[src/rtl/isir_pkg.sv]
// shared constants and types of the two-wire status and interrupt register block
package isir_pkg;

   // ---------------------------------------------------------------
   // register byte addresses
   // ---------------------------------------------------------------
   localparam int unsigned ADDR_W = 8;
   localparam logic [ADDR_W-1:0] OFF_CTRL       = 8'h00;
   localparam logic [ADDR_W-1:0] OFF_FLAG       = 8'h20;
   localparam logic [ADDR_W-1:0] OFF_IRQ_SET    = 8'h24;
   localparam logic [ADDR_W-1:0] OFF_IRQ_CLR    = 8'h28;
   localparam logic [ADDR_W-1:0] OFF_IRQ_MASK   = 8'h2C;
   localparam logic [ADDR_W-1:0] OFF_RX_HOLD    = 8'h30;
   localparam logic [ADDR_W-1:0] OFF_TX_HOLD    = 8'h34;
   localparam logic [ADDR_W-1:0] OFF_FLAG_CLR   = 8'h38;
   localparam logic [ADDR_W-1:0] OFF_RX_CNT     = 8'h40;
   localparam logic [ADDR_W-1:0] OFF_RX_NEXT    = 8'h44;
   localparam logic [ADDR_W-1:0] OFF_TX_CNT     = 8'h48;
   localparam logic [ADDR_W-1:0] OFF_TX_NEXT    = 8'h4C;

   // ---------------------------------------------------------------
   // flag and control register bit positions
   // ---------------------------------------------------------------
   localparam int unsigned BIT_DONE    = 0;
   localparam int unsigned BIT_RXREADY = 1;
   localparam int unsigned BIT_TXFREE  = 2;
   localparam int unsigned BIT_SVREAD  = 3;
   localparam int unsigned BIT_SVSEL   = 4;
   localparam int unsigned BIT_GCALL   = 5;
   localparam int unsigned BIT_OVR     = 6;
   localparam int unsigned BIT_NACK    = 8;
   localparam int unsigned BIT_ARB     = 9;
   localparam int unsigned BIT_STRETCH = 10;
   localparam int unsigned BIT_SVEND   = 11;
   localparam int unsigned BIT_RXEND   = 12;
   localparam int unsigned BIT_TXEND   = 13;
   localparam int unsigned BIT_RXFULL  = 14;
   localparam int unsigned BIT_TXEMPTY = 15;
   localparam int unsigned BIT_MASTER  = 0;
   localparam int unsigned BIT_SLAVE   = 1;

   // ---------------------------------------------------------------
   // reset values and masks
   // ---------------------------------------------------------------
   localparam logic [31:0] FLAG_RST  = 32'h0000F009;
   localparam logic [31:0] IRQ_BITS  = 32'h0000FF77;
   localparam logic [31:0] MASK_RST  = 32'h00000000;
   localparam logic [31:0] CTRL_BITS = 32'h00000003;
   localparam logic [7:0]  BYTE_RST  = 8'h00;
   localparam int unsigned CNT_W     = 16;
   localparam int unsigned NCH       = 2;
   localparam int unsigned CH_RX     = 0;
   localparam int unsigned CH_TX     = 1;

   // events and levels from the serial bit engine, same clock
   typedef struct packed {
      logic       transfer_done;
      logic       sv_read;
      logic       sv_acc;
      logic       gen_call;
      logic       nack;
      logic       arb_lost;
      logic       rx_valid;
      logic [7:0] rx_byte;
      logic       tx_take;
      logic       char_due;
      logic [1:0] dma_xfer;
   } isir_evt_t;

endpackage

[src/rtl/isir_regs.sv]
// register file, flags and interrupt of a two-wire master/slave controller
//
// The implementer's own choices: register access over APB and the register addresses.
`timescale 1ns/1ps
`default_nettype none
module isir_regs
   import isir_pkg::*;
(
   input  wire logic              sys_clk,  // system clock, 40 MHz
   input  wire logic              srst,     // sync reset, active high
   input  wire logic              psel,     // apb select
   input  wire logic              penable,  // apb access phase
   input  wire logic              pwrite,   // apb direction
   input  wire logic [ADDR_W-1:0] paddr,    // apb byte address
   input  wire logic [31:0]       pwdata,   // apb write data
   output logic      [31:0]       prdata,   // apb read data
   output logic                   pready,   // apb ready
   output logic                   pslverr,  // apb error, unmapped
   input  wire isir_evt_t         evt,      // bit engine events
   output logic      [7:0]        tx_byte,  // byte for the engine
   output logic                   tx_full,  // tx holding loaded
   output logic                   master_en,// master mode enable
   output logic                   slave_en, // slave mode enable
   input  wire logic              scl_i,    // serial clock pin level
   output logic                   scl_o,    // serial clock drive value
   output logic                   scl_oe,   // serial clock drive enable
   output logic                   irq       // level interrupt
);

   // ---------------------------------------------------------------
   // bus decode
   // ---------------------------------------------------------------
   logic        acc;
   logic        done;
   logic        wr_done;
   logic        rd_done;
   logic [31:0] rd_word;
   logic        rd_ok;

   function automatic logic hit(input logic [ADDR_W-1:0] a, input logic [ADDR_W-1:0] off);
      hit = (a == off);
   endfunction

   // one wait state: ready rises on the second access cycle
   assign acc     = psel && penable && !pready;
   assign done    = psel && penable && pready;
   assign wr_done = done && pwrite;
   assign rd_done = done && !pwrite;

   // ---------------------------------------------------------------
   // state
   // ---------------------------------------------------------------
   logic [31:0]         mask_reg;
   logic [7:0]          rx_byte_reg;
   logic                done_reg;
   logic                svread_reg;
   logic                svsel_reg;
   logic                rxready_reg;
   logic                txfree_reg;
   logic                gcall_reg;
   logic                ovr_reg;
   logic                nack_reg;
   logic                arb_reg;
   logic                svend_reg;
   logic                stretch_reg;
   logic                wait_pend_reg;
   logic                scl_s1_reg;
   logic                scl_s2_reg;
   logic [31:0]         flag_word;
   logic [NCH-1:0]      dma_end;
   logic [NCH-1:0]      dma_buf;
   logic [CNT_W-1:0]    dma_cnt  [NCH];
   logic [CNT_W-1:0]    dma_next [NCH];
   logic                flag_rd;
   logic [31:0]         flag_clr;

   // read of the flag register and explicit clear writes
   assign flag_rd  = rd_done && hit(paddr, OFF_FLAG);
   assign flag_clr = (wr_done && hit(paddr, OFF_FLAG_CLR)) ? pwdata : 32'h00000000;

   // ---------------------------------------------------------------
   // dma counter pairs
   // ---------------------------------------------------------------
   genvar ch;
   generate
      for (ch = 0; ch < NCH; ch++) begin : g_dma
         localparam logic [ADDR_W-1:0] OC = (ch == CH_RX) ? OFF_RX_CNT  : OFF_TX_CNT;
         localparam logic [ADDR_W-1:0] ON = (ch == CH_RX) ? OFF_RX_NEXT : OFF_TX_NEXT;
         isir_dma_ctr #(.W(CNT_W)) u_ctr (
            .sys_clk  (sys_clk),
            .srst     (srst),
            .wr_cnt   (wr_done && hit(paddr, OC)),
            .wr_next  (wr_done && hit(paddr, ON)),
            .wdata    (pwdata[CNT_W-1:0]),
            .xfer     (evt.dma_xfer[ch]),
            .cnt      (dma_cnt[ch]),
            .next_cnt (dma_next[ch]),
            .end_flag (dma_end[ch]),
            .buf_flag (dma_buf[ch])
         );
      end
   endgenerate

   // ---------------------------------------------------------------
   // flag word
   // ---------------------------------------------------------------
   // end flag hides while a slave access is still running
   always_comb begin
      flag_word              = 32'h00000000;
      flag_word[BIT_DONE]    = done_reg;
      flag_word[BIT_RXREADY] = rxready_reg;
      flag_word[BIT_TXFREE]  = txfree_reg;
      flag_word[BIT_SVREAD]  = svread_reg;
      flag_word[BIT_SVSEL]   = svsel_reg;
      flag_word[BIT_GCALL]   = gcall_reg;
      flag_word[BIT_OVR]     = ovr_reg;
      flag_word[BIT_NACK]    = nack_reg;
      flag_word[BIT_ARB]     = arb_reg;
      flag_word[BIT_STRETCH] = stretch_reg;
      flag_word[BIT_SVEND]   = svend_reg && !svsel_reg;
      flag_word[BIT_RXEND]   = dma_end[CH_RX];
      flag_word[BIT_TXEND]   = dma_end[CH_TX];
      flag_word[BIT_RXFULL]  = dma_buf[CH_RX];
      flag_word[BIT_TXEMPTY] = dma_buf[CH_TX];
   end

   // ---------------------------------------------------------------
   // read mux
   // ---------------------------------------------------------------
   always_comb begin
      rd_word = 32'h00000000;
      rd_ok   = 1'b1;
      unique case (paddr)
         OFF_CTRL:     rd_word = {30'h00000000, slave_en, master_en};
         OFF_FLAG:     rd_word = flag_word;
         OFF_IRQ_MASK: rd_word = mask_reg;
         OFF_RX_HOLD:  rd_word = {24'h000000, rx_byte_reg};
         OFF_TX_HOLD:  rd_word = {24'h000000, tx_byte};
         OFF_RX_CNT:   rd_word = {16'h0000, dma_cnt[CH_RX]};
         OFF_RX_NEXT:  rd_word = {16'h0000, dma_next[CH_RX]};
         OFF_TX_CNT:   rd_word = {16'h0000, dma_cnt[CH_TX]};
         OFF_TX_NEXT:  rd_word = {16'h0000, dma_next[CH_TX]};
         OFF_IRQ_SET, OFF_IRQ_CLR, OFF_FLAG_CLR: rd_word = 32'h00000000;
         default:      rd_ok = 1'b0;
      endcase
   end

   // bus answer; write-only registers read as zero without error
   always_ff @(posedge sys_clk) begin
      if (srst) begin
         pready  <= 1'b0;
         prdata  <= 32'h00000000;
         pslverr <= 1'b0;
      end else begin
         pready  <= acc;
         pslverr <= acc && !rd_ok;
         if (acc) begin
            prdata <= pwrite ? 32'h00000000 : rd_word;
         end
      end
   end

   // ---------------------------------------------------------------
   // control and mask registers
   // ---------------------------------------------------------------
   always_ff @(posedge sys_clk) begin
      if (srst) begin
         master_en <= 1'b0;
         slave_en  <= 1'b0;
      end else if (wr_done && hit(paddr, OFF_CTRL)) begin
         master_en <= pwdata[BIT_MASTER];
         slave_en  <= pwdata[BIT_SLAVE];
      end
   end

   // only ones act, so sources are enabled without read-modify-write
   always_ff @(posedge sys_clk) begin
      if (srst) begin
         mask_reg <= MASK_RST;
      end else if (wr_done && hit(paddr, OFF_IRQ_SET)) begin
         mask_reg <= mask_reg | (pwdata & IRQ_BITS);
      end else if (wr_done && hit(paddr, OFF_IRQ_CLR)) begin
         mask_reg <= mask_reg & ~(pwdata & IRQ_BITS);
      end
   end

   // ---------------------------------------------------------------
   // holding registers
   // ---------------------------------------------------------------
   always_ff @(posedge sys_clk) begin
      if (srst) begin
         tx_byte <= BYTE_RST;
      end else if (wr_done && hit(paddr, OFF_TX_HOLD)) begin
         tx_byte <= pwdata[7:0];
      end
   end

   always_ff @(posedge sys_clk) begin
      if (srst) begin
         rx_byte_reg <= BYTE_RST;
      end else if (evt.rx_valid) begin
         rx_byte_reg <= evt.rx_byte;
      end
   end

   // tx free: take or master enable beats a write; resets as the flag word says
   always_ff @(posedge sys_clk) begin
      if (srst) begin
         txfree_reg <= FLAG_RST[BIT_TXFREE];
         tx_full    <= 1'b0;
      end else if (evt.tx_take || (wr_done && hit(paddr, OFF_CTRL) && pwdata[BIT_MASTER])) begin
         txfree_reg <= 1'b1;
         tx_full    <= 1'b0;
      end else if (wr_done && hit(paddr, OFF_TX_HOLD)) begin
         txfree_reg <= 1'b0;
         tx_full    <= 1'b1;
      end
   end

   // rx ready: a new byte beats the read that empties the register
   always_ff @(posedge sys_clk) begin
      if (srst) begin
         rxready_reg <= 1'b0;
      end else if (evt.rx_valid) begin
         rxready_reg <= 1'b1;
      end else if (rd_done && hit(paddr, OFF_RX_HOLD)) begin
         rxready_reg <= 1'b0;
      end
   end

   // ---------------------------------------------------------------
   // engine levels and clear-on-read flags
   // ---------------------------------------------------------------
   always_ff @(posedge sys_clk) begin
      if (srst) begin
         done_reg   <= FLAG_RST[BIT_DONE];
         svread_reg <= FLAG_RST[BIT_SVREAD];
         svsel_reg  <= FLAG_RST[BIT_SVSEL];
      end else begin
         done_reg   <= evt.transfer_done;
         svread_reg <= evt.sv_read;
         svsel_reg  <= evt.sv_acc;
      end
   end

   // set wins over read-clear; overrun read-clears only once transfer is done
   always_ff @(posedge sys_clk) begin
      if (srst) begin
         gcall_reg <= 1'b0;
         nack_reg  <= 1'b0;
         arb_reg   <= 1'b0;
         ovr_reg   <= 1'b0;
         svend_reg <= 1'b0;
      end else begin
         gcall_reg <= evt.gen_call || (gcall_reg && !flag_rd && !flag_clr[BIT_GCALL]);
         nack_reg  <= evt.nack     || (nack_reg  && !flag_rd && !flag_clr[BIT_NACK]);
         arb_reg   <= evt.arb_lost || (arb_reg   && !flag_rd && !flag_clr[BIT_ARB]);
         ovr_reg   <= (evt.rx_valid && rxready_reg && master_en)
                    || (ovr_reg && !(flag_rd && done_reg) && !flag_clr[BIT_OVR]);
         svend_reg <= (svsel_reg && !evt.sv_acc)
                    || (svend_reg && !evt.sv_acc && !flag_rd && !flag_clr[BIT_SVEND]);
      end
   end

   // ---------------------------------------------------------------
   // serial clock stretch
   // ---------------------------------------------------------------
   logic need_wait;

   // first stage feeds only the second
   always_ff @(posedge sys_clk) begin
      if (srst) begin
         scl_s1_reg <= 1'b1;
         scl_s2_reg <= 1'b1;
      end else begin
         scl_s1_reg <= scl_i;
         scl_s2_reg <= scl_s1_reg;
      end
   end

   // slave must wait while holding data is not ready for the next byte
   assign need_wait = slave_en && svsel_reg && (svread_reg ? txfree_reg : rxready_reg);

   // grab the line only once it is already low, so no short pulse
   always_ff @(posedge sys_clk) begin
      if (srst) begin
         wait_pend_reg <= 1'b0;
         stretch_reg   <= 1'b0;
         scl_o         <= 1'b0;
         scl_oe        <= 1'b0;
      end else begin
         wait_pend_reg <= svsel_reg && !stretch_reg && (evt.char_due || wait_pend_reg);
         stretch_reg   <= need_wait && (stretch_reg || (wait_pend_reg && !scl_s2_reg));
         scl_o         <= 1'b0;
         scl_oe        <= need_wait && (stretch_reg || (wait_pend_reg && !scl_s2_reg));
      end
   end

   // ---------------------------------------------------------------
   // interrupt
   // ---------------------------------------------------------------
   always_ff @(posedge sys_clk) begin
      if (srst) begin
         irq <= 1'b0;
      end else begin
         irq <= |(flag_word & mask_reg);
      end
   end
endmodule
`default_nettype wire

[src/rtl/isir_dma_ctr.sv]
// one peripheral dma counter pair with its end and buffer flags
`timescale 1ns/1ps
`default_nettype none
module isir_dma_ctr
   import isir_pkg::*;
#(
   parameter int unsigned W = CNT_W
) (
   input  wire logic         sys_clk,  // system clock
   input  wire logic         srst,     // sync reset
   input  wire logic         wr_cnt,   // write current count
   input  wire logic         wr_next,  // write next count
   input  wire logic [W-1:0] wdata,    // count value
   input  wire logic         xfer,     // one unit moved
   output logic      [W-1:0] cnt,      // current count
   output logic      [W-1:0] next_cnt, // next count
   output logic              end_flag, // count reached zero
   output logic              buf_flag  // both counts zero
);

   // ---------------------------------------------------------------
   // counter next values
   // ---------------------------------------------------------------
   logic [W-1:0] cnt_next;
   logic [W-1:0] nxt_next;
   logic         hit_zero;

   // decrement, reload from next count when the current one drains
   always_comb begin
      cnt_next = cnt;
      nxt_next = next_cnt;
      hit_zero = 1'b0;
      if (wr_cnt) begin
         cnt_next = wdata;
      end else if (xfer && cnt != '0) begin
         cnt_next = cnt - W'(1);
         hit_zero = (cnt == W'(1));
         if (hit_zero && next_cnt != '0) begin
            cnt_next = next_cnt;
            nxt_next = '0;
         end
      end
      if (wr_next) begin
         nxt_next = wdata;
      end
   end

   // counters and flags; reaching zero beats a next-count write in the same cycle
   always_ff @(posedge sys_clk) begin
      if (srst) begin
         cnt      <= '0;
         next_cnt <= '0;
         end_flag <= 1'b1;
         buf_flag <= 1'b1;
      end else begin
         cnt      <= cnt_next;
         next_cnt <= nxt_next;
         if (hit_zero) begin
            end_flag <= 1'b1;
         end else if (wr_cnt || wr_next) begin
            end_flag <= 1'b0;
         end
         buf_flag <= (cnt_next == '0) && (nxt_next == '0);
      end
   end
endmodule
`default_nettype wire

[config.mk]
export PLATFORM = sky130hd
export DESIGN_NAME = isir_regs
export DESIGN_NICKNAME = d
export VERILOG_FILES = /design/src/rtl/isir_pkg.sv /design/src/rtl/isir_regs.sv /design/src/rtl/isir_dma_ctr.sv
export SDC_FILE = /design/constraint.sdc
export NUM_CORES = 1
export LEC_CHECK = 0
export BUFFER_PORTS_ARGS = -buffer_cell sky130_fd_sc_hd__buf_4
export CORE_UTILIZATION = 60
export CTS_BUF_LIST = sky130_fd_sc_hd__clkbuf_16
export DETAILED_ROUTE_END_ITERATION = 16
export GPL_TIMING_DRIVEN = 0
export PLACE_DENSITY = 0.93
export REMOVE_ABC_BUFFERS = 1
export SYNTH_ARGS = -nofsm -noshare
export SYNTH_HDL_FRONTEND = slang
export SYNTH_HIERARCHICAL = 1
export SYNTH_SLANG_ARGS = --single-unit
[constraint.sdc]
create_clock -name sys_clk -period 8.4 [get_ports sys_clk]
set_clock_uncertainty 0.15 [all_clocks]
set_input_delay 1.26 -clock sys_clk [delete_from_list [all_inputs] [get_ports sys_clk]]
set_output_delay 1.26 -clock sys_clk [all_outputs]
set_load 0.05 [all_outputs]
==> results.txt, run 1 <==
The run finished with clean final reports. The data required time at the worst endpoint is 8610 ps. The final worst slack came out at 3750 ps. For this run, asynchronously set or reset flops after synthesis account for 0%. The initial standard-cell utilization of the core is 62.6%. The total placed cells including tap cells came out at 1111.

The site row count came out at 40. The maximum clock frequency came out at 0.215 GHz. The wire length reported by the detailed router is 26500 µm. The number of sinks on the clock net is 134. The share of synthesized area occupied by flip-flops and latches is 35.0%. The number of fill cells in the layout came out at 928. The root buffer selected by CTS is sky130_fd_sc_hd__clkbuf_16.

Detailed routing inserted a total of 8138 vias. The antenna diode instance count came out at 0. Once the clock tree was built, the resizer swapped 0 gates to a different size. The startpoint identified for the worst hold timing path is scl_s1_reg$_SDFF_PP1_. The top-area cell type share of the netlist area came out at 35.0%.

The count of pins over their slew limit is 0. The core region area came out at 12300 µm². The hold buffer count at cts is 0. The detailed router's first-iteration violation count is 1414. The first-pass GRT wire length came out at 40000 µm. The synthesized netlist occupies a cell area of 7670 µm².

The library cells used most frequently in the layout, excluding fill and tap cells, are sky130_fd_sc_hd__dfxtp_1 (134), sky130_fd_sc_hd__nor2_1 (125), sky130_fd_sc_hd__nand2_1 (89). The worst setup path is launched from a primary input. The first detailed-routing pass took 10 iterations. The largest individual stage delay along the critical path comes from the cell sky130_fd_sc_hd__nor4b_4.

The final standard cell count with taps included and fillers excluded is 1142. The synthesized design contains 0 enable-type register cells. The worst path arrival time is 4860 ps. The register clock-pin slew on the reported worst setup and hold paths is 60 ps. The worst reg2reg path startpoint is pready$_SDFF_PP0_.

The net count of the finished layout came out at 1031. The number of global-route vias before repair came out at 7299. The analysis attributes to cell leakage a power of 3.34 nW. The height of the die is 115 µm. Post-CTS timing repair inserted 0 buffers for setup. The most used flip-flop cell after synthesis is sky130_fd_sc_hd__dfxtp_1.

The cell count after synthesis came out at 928. Dividing the detail-routed wire length by the instance count gives 23.2 µm. The maximum fanout count along the critical path is 20. The worst register-to-register path ends at g_dma[0].u_ctr/buf_flag$_SDFF_PP1_. Prior to clock tree synthesis, the placed netlist has a worst setup slack of 3570 ps. The period utilization is 55.4%.

The post-synthesis cell type count is 85. The worst-case headroom to the max-slew limit is 17.2%. The commonest non-fill, non-tap cell in the layout is sky130_fd_sc_hd__dfxtp_1. The clock latency at the later pin of the worst-skew pair is 440 ps.

Global routing used 40.3% of the available tracks across all layers. Counting flops and latches in the post-synthesis netlist gives 134. Setup repair after global routing left no endpoint under its margin.

The signal on the critical path passes through buf_4 > nor4b_4 > nand2b_1 > nor2_2 > buf_8 > clkinv_1 > nand3_1 > o21ai_0 > a2111o_1 > nor4_2 > a41o_1. The mean cell area of the mapped netlist is 8.27 µm². The number of ports placed on the die boundary is 113.

The share of the core filled with cells came out at 71.0%. The number of buffers added by the clock tree synthesis step is 17. The number of buffers on the longest clock path is 2. The largest net degree at the start of global routing came out at 121. The tool flagged a number of max-cap violations equal to 0. The die covers 13200 µm².

The biggest cell delay along the critical path came out at 580 ps. The share of final-layout standard cells stronger than drive strength 1 came out at 16.6%. The count of nets left with antenna violations once routing finished came out at 0. The number of antenna violations at the first check in global routing is 0. In this run the worst setup path begins at paddr[4].

The placed wire-length estimate after detailed placement is 17700 µm. For the worst flop-to-flop path, the logic depth is 10. The die is 115 µm wide. The setup slack of the most critical reg-to-reg path came out at 4540 ps. The yosys synthesis warning count is 6.

The count of buffers inserted at the top-level ports is 79. By startpoint and endpoint, the worst setup path is classified as in2reg. The H-tree level count came out at 4. TritonCTS built the clock tree. Ranked by total cell area, the synthesized netlist is headed by sky130_fd_sc_hd__dfxtp_1 (35%), sky130_fd_sc_hd__nor2_1 (6.3%), sky130_fd_sc_hd__a22oi_1 (5.6%). Setup violations remaining at the end of the flow were counted as 0. The largest total area in the synthesized netlist belongs to sky130_fd_sc_hd__dfxtp_1. The class of the tightest hold or removal check is reg2reg. In the routed design, unresolved DRC markers number 0. Following the worst setup path forward leads to its endpoint at g_dma[0].u_ctr/buf_flag$_SDFF_PP1_. The placer's final routability congestion estimate is 1.03.

The maximum vdd ir drop came out at 370 µV. For the pin with the worst max-slew slack, the measured transition is 1240 ps. The signed area change from the synthesized netlist to the final layout came out at 13.5%. For the final routed database, the setup TNS stands at 0 ps. The total overflow left after global routing is 0. The count of endpoints failing hold in the final timing report came out at 0.

The average via count per standard cell is 7.13. The final critical delay including setup and external delays is 4650 ps. STA classifies the critical path endpoint as a flip-flop. The power density normalized to cell area is 314 nW/µm².
where the power goes:
part / total (mW) / leakage (nW) / internal, mW / switching (mW)
Sequential: 0.861 / 1.09 / 0.710 / 0.151
Clock: 0.724 / 0.281 / 0.431 / 0.292
Combinational: 1.15 / 1.97 / 0.476 / 0.672
synthesized netlist by cell type, types with 6 or more instances:
master	n
sky130_fd_sc_hd__a22o_1	14
sky130_fd_sc_hd__a21oi_1	35
sky130_fd_sc_hd__or2_2	8
sky130_fd_sc_hd__buf_6	6
sky130_fd_sc_hd__nand4_1	10
sky130_fd_sc_hd__a22oi_1	57
sky130_fd_sc_hd__a31oi_1	14
sky130_fd_sc_hd__nor3_1	17
sky130_fd_sc_hd__xor2_1	7
sky130_fd_sc_hd__o21ai_0	30
sky130_fd_sc_hd__clkbuf_1	42
sky130_fd_sc_hd__mux2i_1	40
sky130_fd_sc_hd__buf_2	12
sky130_fd_sc_hd__nand2_1	89
sky130_fd_sc_hd__mux2_2	10
sky130_fd_sc_hd__a222oi_1	6
sky130_fd_sc_hd__a211oi_1	6
sky130_fd_sc_hd__dfxtp_1	134
sky130_fd_sc_hd__nor3b_1	13
sky130_fd_sc_hd__nor2b_1	24
sky130_fd_sc_hd__nand3_1	23
sky130_fd_sc_hd__buf_4	19
sky130_fd_sc_hd__a221oi_1	8
sky130_fd_sc_hd__nor4_1	24
sky130_fd_sc_hd__o21ai_1	12
sky130_fd_sc_hd__inv_1	13
sky130_fd_sc_hd__nor2_1	129
through the flow:
step / hold slack, ps / instance area, µm² / power, mW
floorplan: 239 / 7300 / 1.64
global placement: 242 / 8100 / 1.91
detailed placement: 254 / 8140 / 1.93
CTS: 268 / 8700 / 2.66
global route: 271 / 8710 / 2.82
finish: 268 / 8710 / 2.73
cell families after synthesis:
logic type | Yosys count | share of synthesized area [%]
multiplexers | 54 | 7.66
flip-flops | 134 | 35.0
other | 1 | 0.0489
AO/OA/AOI/OAI | 234 | 21.9
buffers and inverters | 96 | 6.41
AND/OR/NAND/NOR | 394 | 27.1
XOR/XNOR | 11 | 1.26
adder cells (fa/ha/maj) | 4 | 0.652
worst min path at each step:
stage,to,slack (ps),cells after the start
floorplan,scl_s2_reg$_SDFF_PP1_,240,1
detailed placement,scl_s2_reg$_SDFF_PP1_,250,1
finish,scl_s2_reg$_SDFF_PP1_,270,1
global placement,scl_s2_reg$_SDFF_PP1_,240,1
CTS,scl_s2_reg$_SDFF_PP1_,270,1
global route,scl_s2_reg$_SDFF_PP1_,270,1
layout make-up:
type                    instances  area (µm²)  share of cell area, %
clock buffers                  17         425                   4.89
clock inverters                14         138                   1.58
inverters                      14        52.6                  0.603
multi-input cells             714        4580                   52.6
flip-flops and latches        134        2680                   30.8
well taps                     168         210                   2.41
repair buffers                 81         623                   7.16
worst max-delay path: cells and delay by family:
kind / cells / cell delay, ps
simple gates: 5 / 2040
compound gates: 3 / 820
buf+inv: 3 / 730
metal layers:
layer | track usage, % | part of all wire (%) | vias to the layer above
met5 | 0 | 0 | -
met4 | 26.0 | 6.4 | 0
met3 | 11.3 | 15 | 175
met2 | 60.1 | 43 | 772
met1 | 51.4 | 36 | 3715
li1 | - | - | 3476
(Power assumes the default switching activity.)
==> inputs of run 2 (changes only) <==
Settings changed: CORE_UTILIZATION 60 to 58, PLACE_DENSITY 0.93 to 0.91.
Clock period 8.4 ns to 4.6 ns, I/O delays scaled along.
==> run 2 against run 1 <==
Clock-buffer cell count stayed put; utilization fell by 2.3 points; routed wire length down 1.8%; final cell count grew 0.44%; critical path depth stayed put; global-route usage fell by 1.5 points; non-clock buffer count unchanged; die area up 3.4%; critical path type unchanged.
==> results.txt, run 2 (synthesis results as in run 1) <==
The run finished with clean final reports. The hold buffer count at cts is 0 (unchanged). The multi-input logic area came to 4570 µm² (about the same). The sequential standard cell area came out at 2680 µm² (unchanged). The maximum fanout count along the critical path came to 20 (unchanged). The type of the worst setup path is in2reg. The total setup buffers inserted after CTS is 0 (unchanged). The worst hold path depth was 1 (unchanged). The net count of the finished layout came out at 1031 (unchanged). The routed wire length per instance is 22.7 µm (-2.3%). The worst hold path belongs to the class reg2reg.

The height of the die was 117 µm (+1.7%). The core region area came out at 12800 µm² (+4.2%). The site row count was 41 (+2.5%). The category of the worst setup path launch point is a primary input.

The number of ports placed on the die boundary came out at 113 (unchanged). The number of buffers added by the clock tree synthesis step is 17 (unchanged). The clock latency at the later pin of the worst-skew pair came out at 420 ps (-20 ps). The number of nets still failing antenna checks after routing came out at 0 (unchanged).

The slowest stage of the critical path belongs to the cell sky130_fd_sc_hd__nor4b_4. The endpoint kind of the worst setup timing path is a flip-flop. The width of the chip was 117 µm (+1.7%). Setup repair after global routing left no endpoint under its margin. The signal on the critical path passes through buf_4 > nor4b_4 > nand2b_1 > nor2_2 > buf_8 > clkinv_1 > nand3_1 > o21ai_1 > a2111o_1 > nor4_2 > a41o_1. Leaving out fill and tap cells, the most frequent cells in the layout are sky130_fd_sc_hd__dfxtp_1 (134), sky130_fd_sc_hd__nor2_1 (126), sky130_fd_sc_hd__nand2_1 (89). The number of global-route vias before repair was 7206 (-1.3%).

The detailed-router iteration count before antenna repair came to 8 (-2). The worst-case headroom to the max-slew limit came to 11.9% (-5.3 points). The global-route total usage across every layer is 38.8% (-1.5 points).

The power density normalized to cell area is 579 nW/µm² (+84%). The number of sinks on the clock net is 134 (unchanged). Relative to the synthesized area, the layout overhead comes to 14.3%. The H-tree level count is 4 (unchanged). The count of endpoints failing setup in the final report is 0 (unchanged). The tree is rooted in a sky130_fd_sc_hd__clkbuf_16.

The final worst slack was 393 ps (-3350 ps). The maximum vdd ir drop came out at 503 µV (+36%). The largest net degree at the start of global routing was 121 (unchanged). The worst slack at placement is 106 ps (-3470 ps). The number of fill cells in the layout is 999 (+7.7%). The library cell used most frequently in the layout, excluding fill and tap cells, is sky130_fd_sc_hd__dfxtp_1. The number of buffers on the longest clock path is 2 (unchanged). The number of cell instances on the worst register-to-register path came out at 10 (unchanged). The biggest cell delay along the critical path is 590 ps (about the same).

The count of pins over their slew limit came out at 0 (unchanged). The initial standard-cell utilization of the core is 60.1% (-2.5 points). The first-pass GRT wire length was 39900 µm (-0.28%).

The wire length reported by the detailed router was 26000 µm (-1.8%). The slew at the pin closest to its max-slew limit is 1320 ps (+74.4 ps). The reported leakage power came out at 3.37 nW (+0.97%). The detailed router's first-iteration violation count is 1325 (-6.3%).

The number of vias in the routed layout came out at 7982 (-1.9%). The average via count per standard cell came out at 6.96 (-2.3%). The post-route DRC violation count is 0 (unchanged).

The number of gates resized after CTS is 0 (unchanged). The worst path arrival time is 4410 ps (-450 ps). The final critical delay including setup and external delays is 4210 ps. The setup total negative slack is 0 ps (unchanged). The max-capacitance violation count came out at 0 (unchanged). The number of antenna violations at the first check in global routing came out at 0 (unchanged). The count of buffers inserted at the top-level ports is 79 (unchanged). The register clock-pin slew on the reported worst setup and hold paths came out at 60 ps (about the same). The data required time at the worst endpoint came out at 4810 ps (-3800 ps). The total global routing overflow came out at 0 (unchanged). The placed wire-length estimate after detailed placement came out at 17400 µm (-1.7%). The TritonCTS clock tree is built.

The placer's final routability congestion estimate came out at 1.00 (-3.1%). Timing would allow up to 0.238 GHz. The period utilization is 91.5%. The area of the die came out at 13700 µm² (+3.4%). The count of endpoints failing hold in the final timing report came out at 0 (unchanged). The share of final-layout standard cells stronger than drive strength 1 was 16.7% (+0.086 points). The antenna diode instance count came out at 0 (unchanged).
[run 2: changes by cell type in the layout (fill, tap and decap cells not counted)]
cell | before | now
sky130_fd_sc_hd__nor2_2 | 4 | 3
sky130_fd_sc_hd__clkinv_2 | 4 | 3
sky130_fd_sc_hd__clkinvlp_4 | 2 | 0
sky130_fd_sc_hd__inv_6 | 1 | 4
sky130_fd_sc_hd__nor2_1 | 125 | 126
sky130_fd_sc_hd__bufinv_16 | 2 | 4
sky130_fd_sc_hd__inv_1 | 15 | 14
[run 2: worst max-delay path, delay by kind of cell]
| family | cells | cell delay (ps) |
|---|---|---|
| simple gates | 5 | 2210 |
| buf+inv | 3 | 720 |
| compound gates | 3 | 780 |
[run 2: per-layer routing]
| metal | vias to the layer above | track usage (%) | wire length, µm |
|---|---|---|---|
| met2 | 710 | 58.5 | 11200 |
| met1 | 3646 | 49.6 | 9690 |
| met4 | 0 | 21.9 | 1510 |
| met5 | - | 0 | 0 |
| met3 | 152 | 11.6 | 3670 |
| li1 | 3474 | - | - |
[run 2: path summary, 6_finish.rpt]
kind,from,slack (ps),endpoint
max,paddr[4],390,g_dma[0].u_ctr/buf_flag$_SDFF_PP1_
min,scl_s1_reg$_SDFF_PP1_,260,scl_s2_reg$_SDFF_PP1_
max reg2reg,pready$_SDFF_PP0_,650,g_dma[0].u_ctr/buf_flag$_SDFF_PP1_
min reg2reg,scl_s1_reg$_SDFF_PP1_,260,scl_s2_reg$_SDFF_PP1_
[run 2: layout make-up]
type | instances | share of cell area (%)
Clock buffer | 17 | 4.85
Sequential cell | 134 | 30.6
Clock inverter | 15 | 2.28
Multi-Input combinational cell | 714 | 52.1
Inverter | 14 | 0.599
Timing Repair Buffer | 81 | 7.10
Tap cell | 172 | 2.45
[run 2: metrics by stage]
| stage | std cells | hold slack [ps] | area [µm²] | utilization [%] | total power, mW |
|---|---|---|---|---|---|
| 2_1_floorplan | 862 | 239 | 7300 | - | 3.00 |
| 3_3_place_gp | 1113 | 245 | 8100 | 63.4 | 3.50 |
| 3_5_place_dp | 1115 | 246 | 8150 | 63.8 | 3.52 |
| 4_1_cts | 1147 | 259 | 8770 | 68.7 | 4.99 |
| 5_1_grt | 1147 | 270 | 8770 | 68.7 | 5.30 |
| 6_report | 1147 | 258 | 8770 | 68.7 | 5.08 |
[run 2: where the power goes]
part           leakage [nW]  internal, mW  total (mW)  switching [mW]
Clock                 0.314         0.911        1.46           0.552
Sequential             1.09          1.30        1.57           0.270
Combinational          1.97         0.869        2.05            1.18
